<file path="config.mk">
export PLATFORM = sky130hd
export DESIGN_NAME = ccp_center_pulse
export DESIGN_NICKNAME = d
export VERILOG_FILES = /design/src/shared/ccp_pkg.sv /design/src/hdl/ccp_center_pulse.sv /design/src/hdl/ccp_decode.sv
export SDC_FILE = /design/constraint.sdc
export NUM_CORES = 1
export LEC_CHECK = 0
export ABC_AREA = 1
export BUFFER_PORTS_ARGS = -buffer_cell sky130_fd_sc_hd__buf_2
export CAP_MARGIN = 15
export CORE_UTILIZATION = 55
export DETAILED_ROUTE_END_ITERATION = 16
export PLACE_DENSITY_LB_ADDON = 0.3
export SETUP_SLACK_MARGIN = 0.3
export SLEW_MARGIN = 5
export SYNTH_ARGS = -nofsm -noshare
export SYNTH_HDL_FRONTEND = slang
export SYNTH_HIERARCHICAL = 1
export SYNTH_SLANG_ARGS = --single-unit
</file>
<file path="constraint.sdc">
create_clock -name mclk -period 2.3 [get_ports mclk]
set_input_delay 0.23 -clock mclk [delete_from_list [all_inputs] [get_ports mclk]]
set_output_delay 0.23 -clock mclk [all_outputs]
set_load 0.02 [all_outputs]
</file>
<file path="src/shared/ccp_pkg.sv">
// package: constants and types for the centre crossing pulse logic
package ccp_pkg;
    localparam int CLK_MHZ             = 200;
    localparam int PULSE_MS            = 100;
    localparam int RESET_HOLD_MS       = 500;
    localparam int PULSE_CYCLES        = PULSE_MS * 1000 * CLK_MHZ;
    localparam int RESET_HOLD_CYCLES   = RESET_HOLD_MS * 1000 * CLK_MHZ;
    localparam int CODE_BITS           = 16;
    localparam int RAW_BITS            = 24;
    localparam int CNT_BITS            = 32;
    localparam int GROUP_BITS          = 3;
    localparam int GROUP_DATA          = 2;
    localparam int FRAME_POS           = 2;
    localparam int GROUPS              = RAW_BITS / GROUP_BITS;
    localparam logic [15:0] CODE_RESET = 16'h0000;

    // detection zone reported by the analogue front end
    typedef enum logic [1:0] {
        CCP_ZONE_NONE,
        CCP_ZONE_OUTER,
        CCP_ZONE_INNER,
        CCP_ZONE_GAP
    } ccp_zone_t;

    typedef enum logic [1:0] {
        CCP_ST_POWERUP,
        CCP_ST_IDLE,
        CCP_ST_ARMED,
        CCP_ST_PULSE
    } ccp_state_t;
endpackage : ccp_pkg

</file>
<file path="src/hdl/ccp_center_pulse.sv">
// module: zone tracking, centre crossing pulse and indicator logic
`timescale 1ns/1ps
module ccp_center_pulse
    import ccp_pkg::*;
#(
    parameter int PULSE_LEN = PULSE_CYCLES,
    parameter int HOLD_LEN  = RESET_HOLD_CYCLES
)(
    // clock and reset
    input  wire logic                 mclk,
    input  wire logic                 resetn,
    // analogue front end, asynchronous to mclk
    input  wire logic [1:0]           zone_in,
    input  wire logic [RAW_BITS-1:0]  raw_seq,
    input  wire logic                 raw_valid,
    // controller commands from the data interface logic
    input  wire logic                 pulse_clear,
    input  wire logic                 antenna_off,
    // code telegram out
    output logic      [CODE_BITS-1:0] code_out,
    output logic                      code_strobe,
    // position output and lamps
    output logic                      position_pulse,
    output logic                      carrier_indicator,
    output logic                      code_read_indicator
);
    // every front end pin crosses two flops; the raw word must stand still from
    // before its strobe rises, so both of its stages are settled when it is taken
    typedef struct packed {
        logic [1:0]           zone_s1;
        logic [1:0]           zone_s2;
        logic [RAW_BITS-1:0]  raw_s1;
        logic [RAW_BITS-1:0]  raw_s2;
        logic                 rv_s1;
        logic                 rv_s2;
        logic                 rv_d;
        ccp_zone_t            zone_prev;
        ccp_state_t           fsm;
        logic [CNT_BITS-1:0]  cnt;
        logic [CODE_BITS-1:0] last_code;
        logic                 last_valid;
        logic [CODE_BITS-1:0] cur_code;
        logic                 cur_valid;
        logic [CODE_BITS-1:0] out_code;
        logic                 out_stb;
        logic                 pulse;
        logic                 carrier;
        logic                 dataled;
    } ccp_core_t;

    ccp_core_t st;
    ccp_core_t next_st;

    logic [CODE_BITS-1:0] dec_code;
    logic                 dec_valid;
    logic                 raw_take;
    ccp_zone_t            zone;

    assign raw_take = st.rv_s2 & ~st.rv_d;

    ccp_decode u_decode (
        .mclk      (mclk),
        .resetn    (resetn),
        .raw_seq   (st.raw_s2),
        .raw_valid (raw_take),
        .dec_code  (dec_code),
        .dec_valid (dec_valid)
    );

    function automatic logic [CNT_BITS-1:0] len_of(input int n);
        return (n < 1) ? CNT_BITS'(1) : CNT_BITS'(n);
    endfunction : len_of

    // outer or inner zone, where codes are read and the data lamp is lit
    function automatic logic in_field(input ccp_zone_t z);
        return (z == CCP_ZONE_OUTER) || (z == CCP_ZONE_INNER);
    endfunction : in_field

    always_comb begin
        next_st         = st;
        next_st.zone_s1 = zone_in;
        next_st.zone_s2 = st.zone_s1;
        next_st.raw_s1  = raw_seq;
        next_st.raw_s2  = st.raw_s1;
        next_st.rv_s1   = raw_valid;
        next_st.rv_s2   = st.rv_s1;
        next_st.rv_d    = st.rv_s2;
        next_st.out_stb = 1'b0;

        // deactivated antenna sees no zone at all
        zone = antenna_off ? CCP_ZONE_NONE : ccp_zone_t'(st.zone_s2);
        next_st.zone_prev = zone;

        next_st.dataled = in_field(zone);
        next_st.carrier = (zone == CCP_ZONE_INNER);

        // report codes read in either zone
        // no code read in the gap or while off leaves here
        if (dec_valid && !antenna_off && in_field(zone)) begin
            // code kept at full 16 bits
            next_st.cur_code  = dec_code;
            next_st.cur_valid = 1'b1;
            next_st.out_code  = dec_code;
            next_st.out_stb   = 1'b1;
        end
        if (zone == CCP_ZONE_NONE) begin
            next_st.cur_valid = 1'b0;
        end

        // a different code read releases the suppression
        if (next_st.cur_valid && st.last_valid && next_st.cur_code != st.last_code) begin
            next_st.last_valid = 1'b0;
        end

        // clear forgets the stored code; a pulse stored in the same
        // cycle still wins, so its own repeat stays suppressed
        if (pulse_clear) begin
            next_st.last_valid = 1'b0;
            next_st.last_code  = CODE_RESET;
        end

        case (st.fsm)
            CCP_ST_POWERUP: begin
                // pulse held high through the reset period
                next_st.pulse = 1'b1;
                next_st.cnt   = st.cnt + CNT_BITS'(1);
                if (st.cnt >= len_of(HOLD_LEN) - CNT_BITS'(1)) begin
                    next_st.pulse = 1'b0;
                    next_st.cnt   = '0;
                    next_st.fsm   = CCP_ST_IDLE;
                end
            end
            CCP_ST_IDLE: begin
                // exit inner zone is entered from the gap, so stays idle
                // reverse re-entry into the gap is not armed
                if (zone == CCP_ZONE_INNER && st.zone_prev == CCP_ZONE_OUTER) begin
                    next_st.fsm = CCP_ST_ARMED;
                end
            end
            CCP_ST_ARMED: begin
                if (zone == CCP_ZONE_GAP && st.zone_prev == CCP_ZONE_INNER) begin
                    // same code as last pulse gives no pulse
                    if (st.cur_valid && !(next_st.last_valid && st.cur_code == st.last_code)) begin
                        // fire at entry into the gap
                        next_st.fsm        = CCP_ST_PULSE;
                        next_st.pulse      = 1'b1;
                        next_st.cnt        = '0;
                        next_st.out_code   = st.cur_code;
                        next_st.out_stb    = 1'b1;
                        next_st.last_code  = st.cur_code;
                        next_st.last_valid = 1'b1;
                    end else begin
                        next_st.fsm = CCP_ST_IDLE;
                    end
                end else if (zone == CCP_ZONE_NONE || zone == CCP_ZONE_OUTER) begin
                    next_st.fsm = CCP_ST_IDLE;
                end
            end
            CCP_ST_PULSE: begin
                // width timed by a counter on mclk
                next_st.cnt = st.cnt + CNT_BITS'(1);
                if (st.cnt >= len_of(PULSE_LEN) - CNT_BITS'(1)) begin
                    next_st.pulse = 1'b0;
                    next_st.cnt   = '0;
                    next_st.fsm   = CCP_ST_IDLE;
                end
            end
            default: begin
                next_st.fsm = CCP_ST_IDLE;
            end
        endcase
    end

    always_ff @(posedge mclk or negedge resetn) begin
        if (!resetn) begin
            st           <= '0;
            st.fsm       <= CCP_ST_POWERUP;
            st.zone_prev <= CCP_ZONE_NONE;
            st.last_code <= CODE_RESET;
            // output held active from the reset itself onward
            st.pulse     <= 1'b1;
        end else begin
            st <= next_st;
        end
    end

    assign code_out            = st.out_code;
    assign code_strobe         = st.out_stb;
    assign position_pulse      = st.pulse;
    assign carrier_indicator   = st.carrier;
    assign code_read_indicator = st.dataled;
endmodule : ccp_center_pulse

</file>
<file path="src/hdl/ccp_decode.sv">
// module: 24-bit raw marker sequence to 16-bit code decoder
`timescale 1ns/1ps
module ccp_decode
    import ccp_pkg::*;
(
    // clock and reset
    input  wire logic                 mclk,
    input  wire logic                 resetn,
    // raw sequence in
    input  wire logic [RAW_BITS-1:0]  raw_seq,
    input  wire logic                 raw_valid,
    // decoded code out
    output logic      [CODE_BITS-1:0] dec_code,
    output logic                      dec_valid
);
    typedef struct packed {
        logic [CODE_BITS-1:0] code;
        logic                 valid;
    } ccp_dec_state_t;

    ccp_dec_state_t st;
    ccp_dec_state_t next_st;

    // layout: one framing bit in front of each group of two data bits;
    // a group is good when its framing bit is one
    function automatic logic frame_ok(input logic [RAW_BITS-1:0] s);
        logic ok;
        ok = 1'b1;
        for (int g = 0; g < GROUPS; g++) begin
            ok = ok & s[g*GROUP_BITS+FRAME_POS];
        end
        return ok;
    endfunction : frame_ok

    function automatic logic [CODE_BITS-1:0] strip(input logic [RAW_BITS-1:0] s);
        logic [CODE_BITS-1:0] c;
        c = '0;
        for (int g = 0; g < GROUPS; g++) begin
            c[g*GROUP_DATA]   = s[g*GROUP_BITS];
            c[g*GROUP_DATA+1] = s[g*GROUP_BITS+1];
        end
        return c;
    endfunction : strip

    always_comb begin
        next_st       = st;
        // only the 16 data bits leave
        next_st.valid = raw_valid && frame_ok(raw_seq);
        if (raw_valid && frame_ok(raw_seq)) begin
            next_st.code = strip(raw_seq);
        end
    end

    always_ff @(posedge mclk or negedge resetn) begin
        if (!resetn) begin
            st <= '0;
        end else begin
            st <= next_st;
        end
    end

    assign dec_code  = st.code;
    assign dec_valid = st.valid;
endmodule : ccp_decode

</file>
# Yosys cells after proc, flatten, opt, wreduce, memory -nomap -nowiden
# Cells that the tools add are included.
# word_totals
wordCells	90
out_inout_bits	20
input_bits	31
register_bits	162
# classes
addsub	1
n_bitwise	9
n_lt_le_gt_ge	2
reduce_logical	19
mux	22
n_eq_ne	16
# op_table
op	count
2-to-1 mux 34 bit	3
2-to-1 mux 49 bit	2
one-hot mux 32 bit (3 select lines)	1
2-to-1 mux 17 bit	3
2-to-1 mux 18 bit	2
adder 32 x 1 -> 32 bit (second input constant)	1
greater-or-equal comparator 32 x 25 -> 1 bit (second input constant)	1
greater-or-equal comparator 32 x 27 -> 1 bit (second input constant)	1
== test 16 bit	1
inequality test 16 bit	1
== test 2 bit (second input constant)	5
2-to-1 mux 2 bit	5
inequality test 2 bit (second input constant)	5
logical AND 1 bit	9
bitwise AND 1 bit	8
one-hot mux 2 bit (4 select lines)	1
AND reduction 4 bit	2
== test 2 x 1 -> 1 bit (second input constant)	3
zero test 2 bit	2
2-to-1 mux 1 bit	4
inequality test 3 bit (second input constant)	1
one-hot mux 1 bit (3 select lines)	1
AND reduction 3 bit	1
nonzero test 3 bit	1
3 further kinds	5

# Longest topological paths before layout
# depth
depth_word	16
depth_mapped	24
ltp_nobuf	21

# Cells and area by module
# The synthesis kept the hierarchy.
# modules_own_cells
module	cells_each	n_inst	area_each_um2
ccp_center_pulse	880	1	7267.0
ccp_decode	79	1	754.5

# Worst setup path before layout
# No wires, ideal clock.
# synth_path
path_type	input -> register
start	in antenna_off
end	reg st[72] (netlist name)
t_arrival_ns	2.284
setup_slack_ns	-0.100
path_stages	23
setup_ns	0.117
path_cell_list	inv_4 -> nand2_1 -> ha_1 -> buf_6 -> nand2_4 -> nor2_4 -> buf_6 -> nand2_1 -> nand3_1 -> nand2_1 -> nor2_1 -> nand2_1 -> nor2_1 -> nand2_1 -> nand2_2 -> nand3_2 -> nand2_2 -> nand2_4 -> nand2_4 -> inv_2 -> buf_2 -> nand2_1 -> nand2_1
# synth_lines
item	line	rtl
start, declared	ccp_center_pulse.sv:18	input wire logic antenna_off,
end signal, assigned	ccp_center_pulse.sv:183	st <= next_st;
end, declared	ccp_center_pulse.sv:51	ccp_core_t st;

==> results.ini <==
[sta]
fin_ws_ns=-0.516
rsz0062_at_grt=yes
tightest_slew_ns=0.617
setup_viol=68
tns_ns=-29.51
finClkSkew_ns=0.0128
slew_headroom_pct=58.8
drv_slew=0
period_share_pct=122
hold_violations=0
max_freq_mhz=355
min_period_ns=2.82

[global_route]
grt_max_degree=63
antenna_found_initial=0
first_global_vias=6431
overflow=0
grt_pass1_wl_um=31600
track_usage_pct=27.7

[synth]
yosysTopAreaCell=dfrtp_1
synth.most_common_cell=nand2_1
ys_ff_latch=162
synth.area.top_cells=dfrtp_1 (50%), nand2_1 (14%), inv_1 (5.5%), nand3_1 (4.2%), nand2_2 (2.8%)
ys_seq_area_share_pct=50.6
syn-num-nets=994
syn_area_um2=8020
synth_cell_types=40
synth_common_cells=nand2_1 (295), dfrtp_1 (161), inv_1 (117)
synth_edf_count=0
synth_top_area_share_pct=50.2
netlist_instances=959
synthFlopType=dfrtp_1
ys_warn_count=6
avgSynthCellArea_um2=8.36
async_flop_share_pct=100

[power_and_ir_drop]
p_leak_nw=5.82
ir_drop_v=0.000561
total_power_w=0.00704
power.density_nw_per_um2=654

[worst_setup_path]
cp.required_ns=2.62
crit_path_top_delay_cell=dfrtp_1
r2r_slack_ns=-0.52
reg2regPathDepth=21
cp_cell_sequence=nand2_2, ha_4, nand3_4, buf_12, buf_8, nand2_4, nand2_2, nand2_1, nand2_1, nor2_1, nand2_1, nor2_2, nand2_1, nand2_2, nand3_4, nand4_4, buf_6, clkbuf_16, nand2_1, o21ai_1, inv_1
crit_fanout=6
cp-start-kind=flip-flop
arrival_ns=3.14
r2r-end=st[40]$_DFF_PN0_
crit_path_end_kind=flip-flop
crit_type=reg -> reg
cp_common_cell=nand2_1
worst_r2r_startpoint=st[142]$_DFF_PN0_
cpPeakStageDelay_ns=0.37

[cts]
cts_tree=yes
clk_latency_ns=0.44
cts_sinks=162
cts_root_buf=clkbuf_16
clkTransAtPathRegs_ns=0.07
cts_made_buffers=17
htreeDepth=4
clk_path_buf_depth=2

[routing]
wirelength_um=22600
drt_iter0_drc=881
routed_via_density=5.49
drtAntennaViolNets=0
firstDrtPassIters=5
wl_per_cell_um=17.2
via_count=7224
drcViolationCount=0

[floorplanning]
initial_core_util_pct=57.1
core_area_um2=14000
die_w_um=123
io_pins=51
rows=43
die_area_um2=15100
die_height_um=123

[placed_design]
portBuffers=50
placedCellCount=1203
place_congestion=0.883
hpwl_um=11500
placed_cell_area_um2=8720
dp_worst_setup_slack_ns=-0.365

[run_status]
outcome=complete, but fails checks
violations=setup timing

[min_path]
hold_path_depth=4
min_from=pulse_clear
hold_class=in -> reg
min_to=st[37]$_DFF_PN0_

[run]
max_cap_violations=0

[final_layout]
final_area_um2=10800
diodes=0
syn2layout_area_growth_pct=34.2
nets=1158
final_cells=1315
drive_above_1_share_pct=32.6

-- where the power goes --
| part | internal, W | leakage, nW | total, W | switching (W) |
|---|---|---|---|---|
| Clock | 0.00147 | 0.284 | 0.00278 | 0.00131 |
| Sequential | 0.00298 | 2.11 | 0.00309 | 0.000108 |
| Combinational | 0.000497 | 3.43 | 0.00118 | 0.000681 |
| Total | 0.00494 | 5.82 | 0.00704 | 0.00210 |
-- cell families after synthesis --
kind of cell               after synthesis  share of synthesized area [%]
AOI/OAI and AO/OA                       54                           3.82
xor gates and xnor gates                37                           4.04
adders and majority gates                4                          0.624
buffers and inverters                  173                           10.4
DFF                                    162                           50.6
and+or+nand+nor                        529                           30.5
-- metal layers --
| layer | global-route usage (%) | vias to the layer above | part of all wire (%) |
|---|---|---|---|
| met2 | 43.4 | 381 | 47 |
| met4 | 9.68 | 0 | 3.2 |
| met1 | 38.4 | 3448 | 41 |
| li1 | - | 3321 | - |
| met5 | 0 | - | 0 |
| met3 | 5.67 | 74 | 8.6 |
-- worst max path at each step --
stage / slack (ns) / endpoint / start / cells past startpoint
2_1_floorplan: -0.06 / st[68]$_DFFE_PN0P_ / st[141]$_DFF_PN0_ / 22
3_3_place_gp: -0.31 / st[54]$_DFFE_PN0P_ / antenna_off / 22
3_5_place_dp: -0.36 / st[72]$_DFFE_PN0P_ / antenna_off / 23
4_1_cts: -0.25 / code_out[13]$_DFF_PN0_ / st[142]$_DFF_PN0_ / 21
5_1_grt: -0.68 / st[40]$_DFF_PN0_ / st[142]$_DFF_PN0_ / 21
6_report: -0.52 / st[40]$_DFF_PN0_ / st[142]$_DFF_PN0_ / 21
-- repair_timing --
item	4_1_cts	5_1_grt
hold buffers	28	0
resized for setup	73	125
endpoints found under the setup margin	69	69
gates cloned	4	7
pin swaps	18	40
hold endpoints to repair	86	0
setup buffers	28	14
-- layout by cell type (no fill, tap or decap), drive strengths merged --
master,Yosys,final
a21oi,4,4
a311oi,1,1
a31oi,1,1
buf,39,160
clkbuf,11,25
clkinv,1,5
dfrtp,161,161
dfstp,1,1
dlygate4sd3,0,28
ha,4,4
inv,122,131
nand2,341,341
nand3,71,71
nand3b,2,2
nand4,31,31
nor2,52,52
nor3,21,21
nor4,5,5
o211ai,6,6
o21ai,36,36
o22ai,1,1
o311a,1,1
o31ai,4,4
or2,6,6
xnor2,15,15
xor2,22,22
-- layout make-up --
type | instances | area [um^2]
Tap cell | 180 | 225
Clock buffer | 18 | 439
Multi-Input combinational cell | 624 | 3630
Inverter | 123 | 482
Clock inverter | 13 | 136
Sequential cell | 162 | 4060
Timing Repair Buffer | 195 | 1790
Fill cell | 841 | 3280
-- flip-flops by register name (all words and copies together) (netlist names) --
signal / count
u_decode/dec_code: 16
code_read_indicator: 1
code_strobe: 1
position_pulse: 1
code_out: 16
carrier_indicator: 1
next_st: 28
u_decode/dec_valid: 1
st: 97
-- worst max-delay path, delay by kind of cell (launching register included) --
family	cells	cell delay [ns]
simple gates	14	1.25
buf+inv	5	0.68
flops	1	0.37
fa+ha+maj	1	0.32
compound gates	1	0.09
-- metrics by stage --
step / hold slack [ns] / util (%)
floorplan: -0.0656 / -
global placement: 0.258 / 62.1
detailed placement: 0.268 / 62.1
CTS: 0.151 / 71.8
global route: 0.229 / 76.7
finish: 0.236 / 76.7
Power figures use the tool's default switching activity.
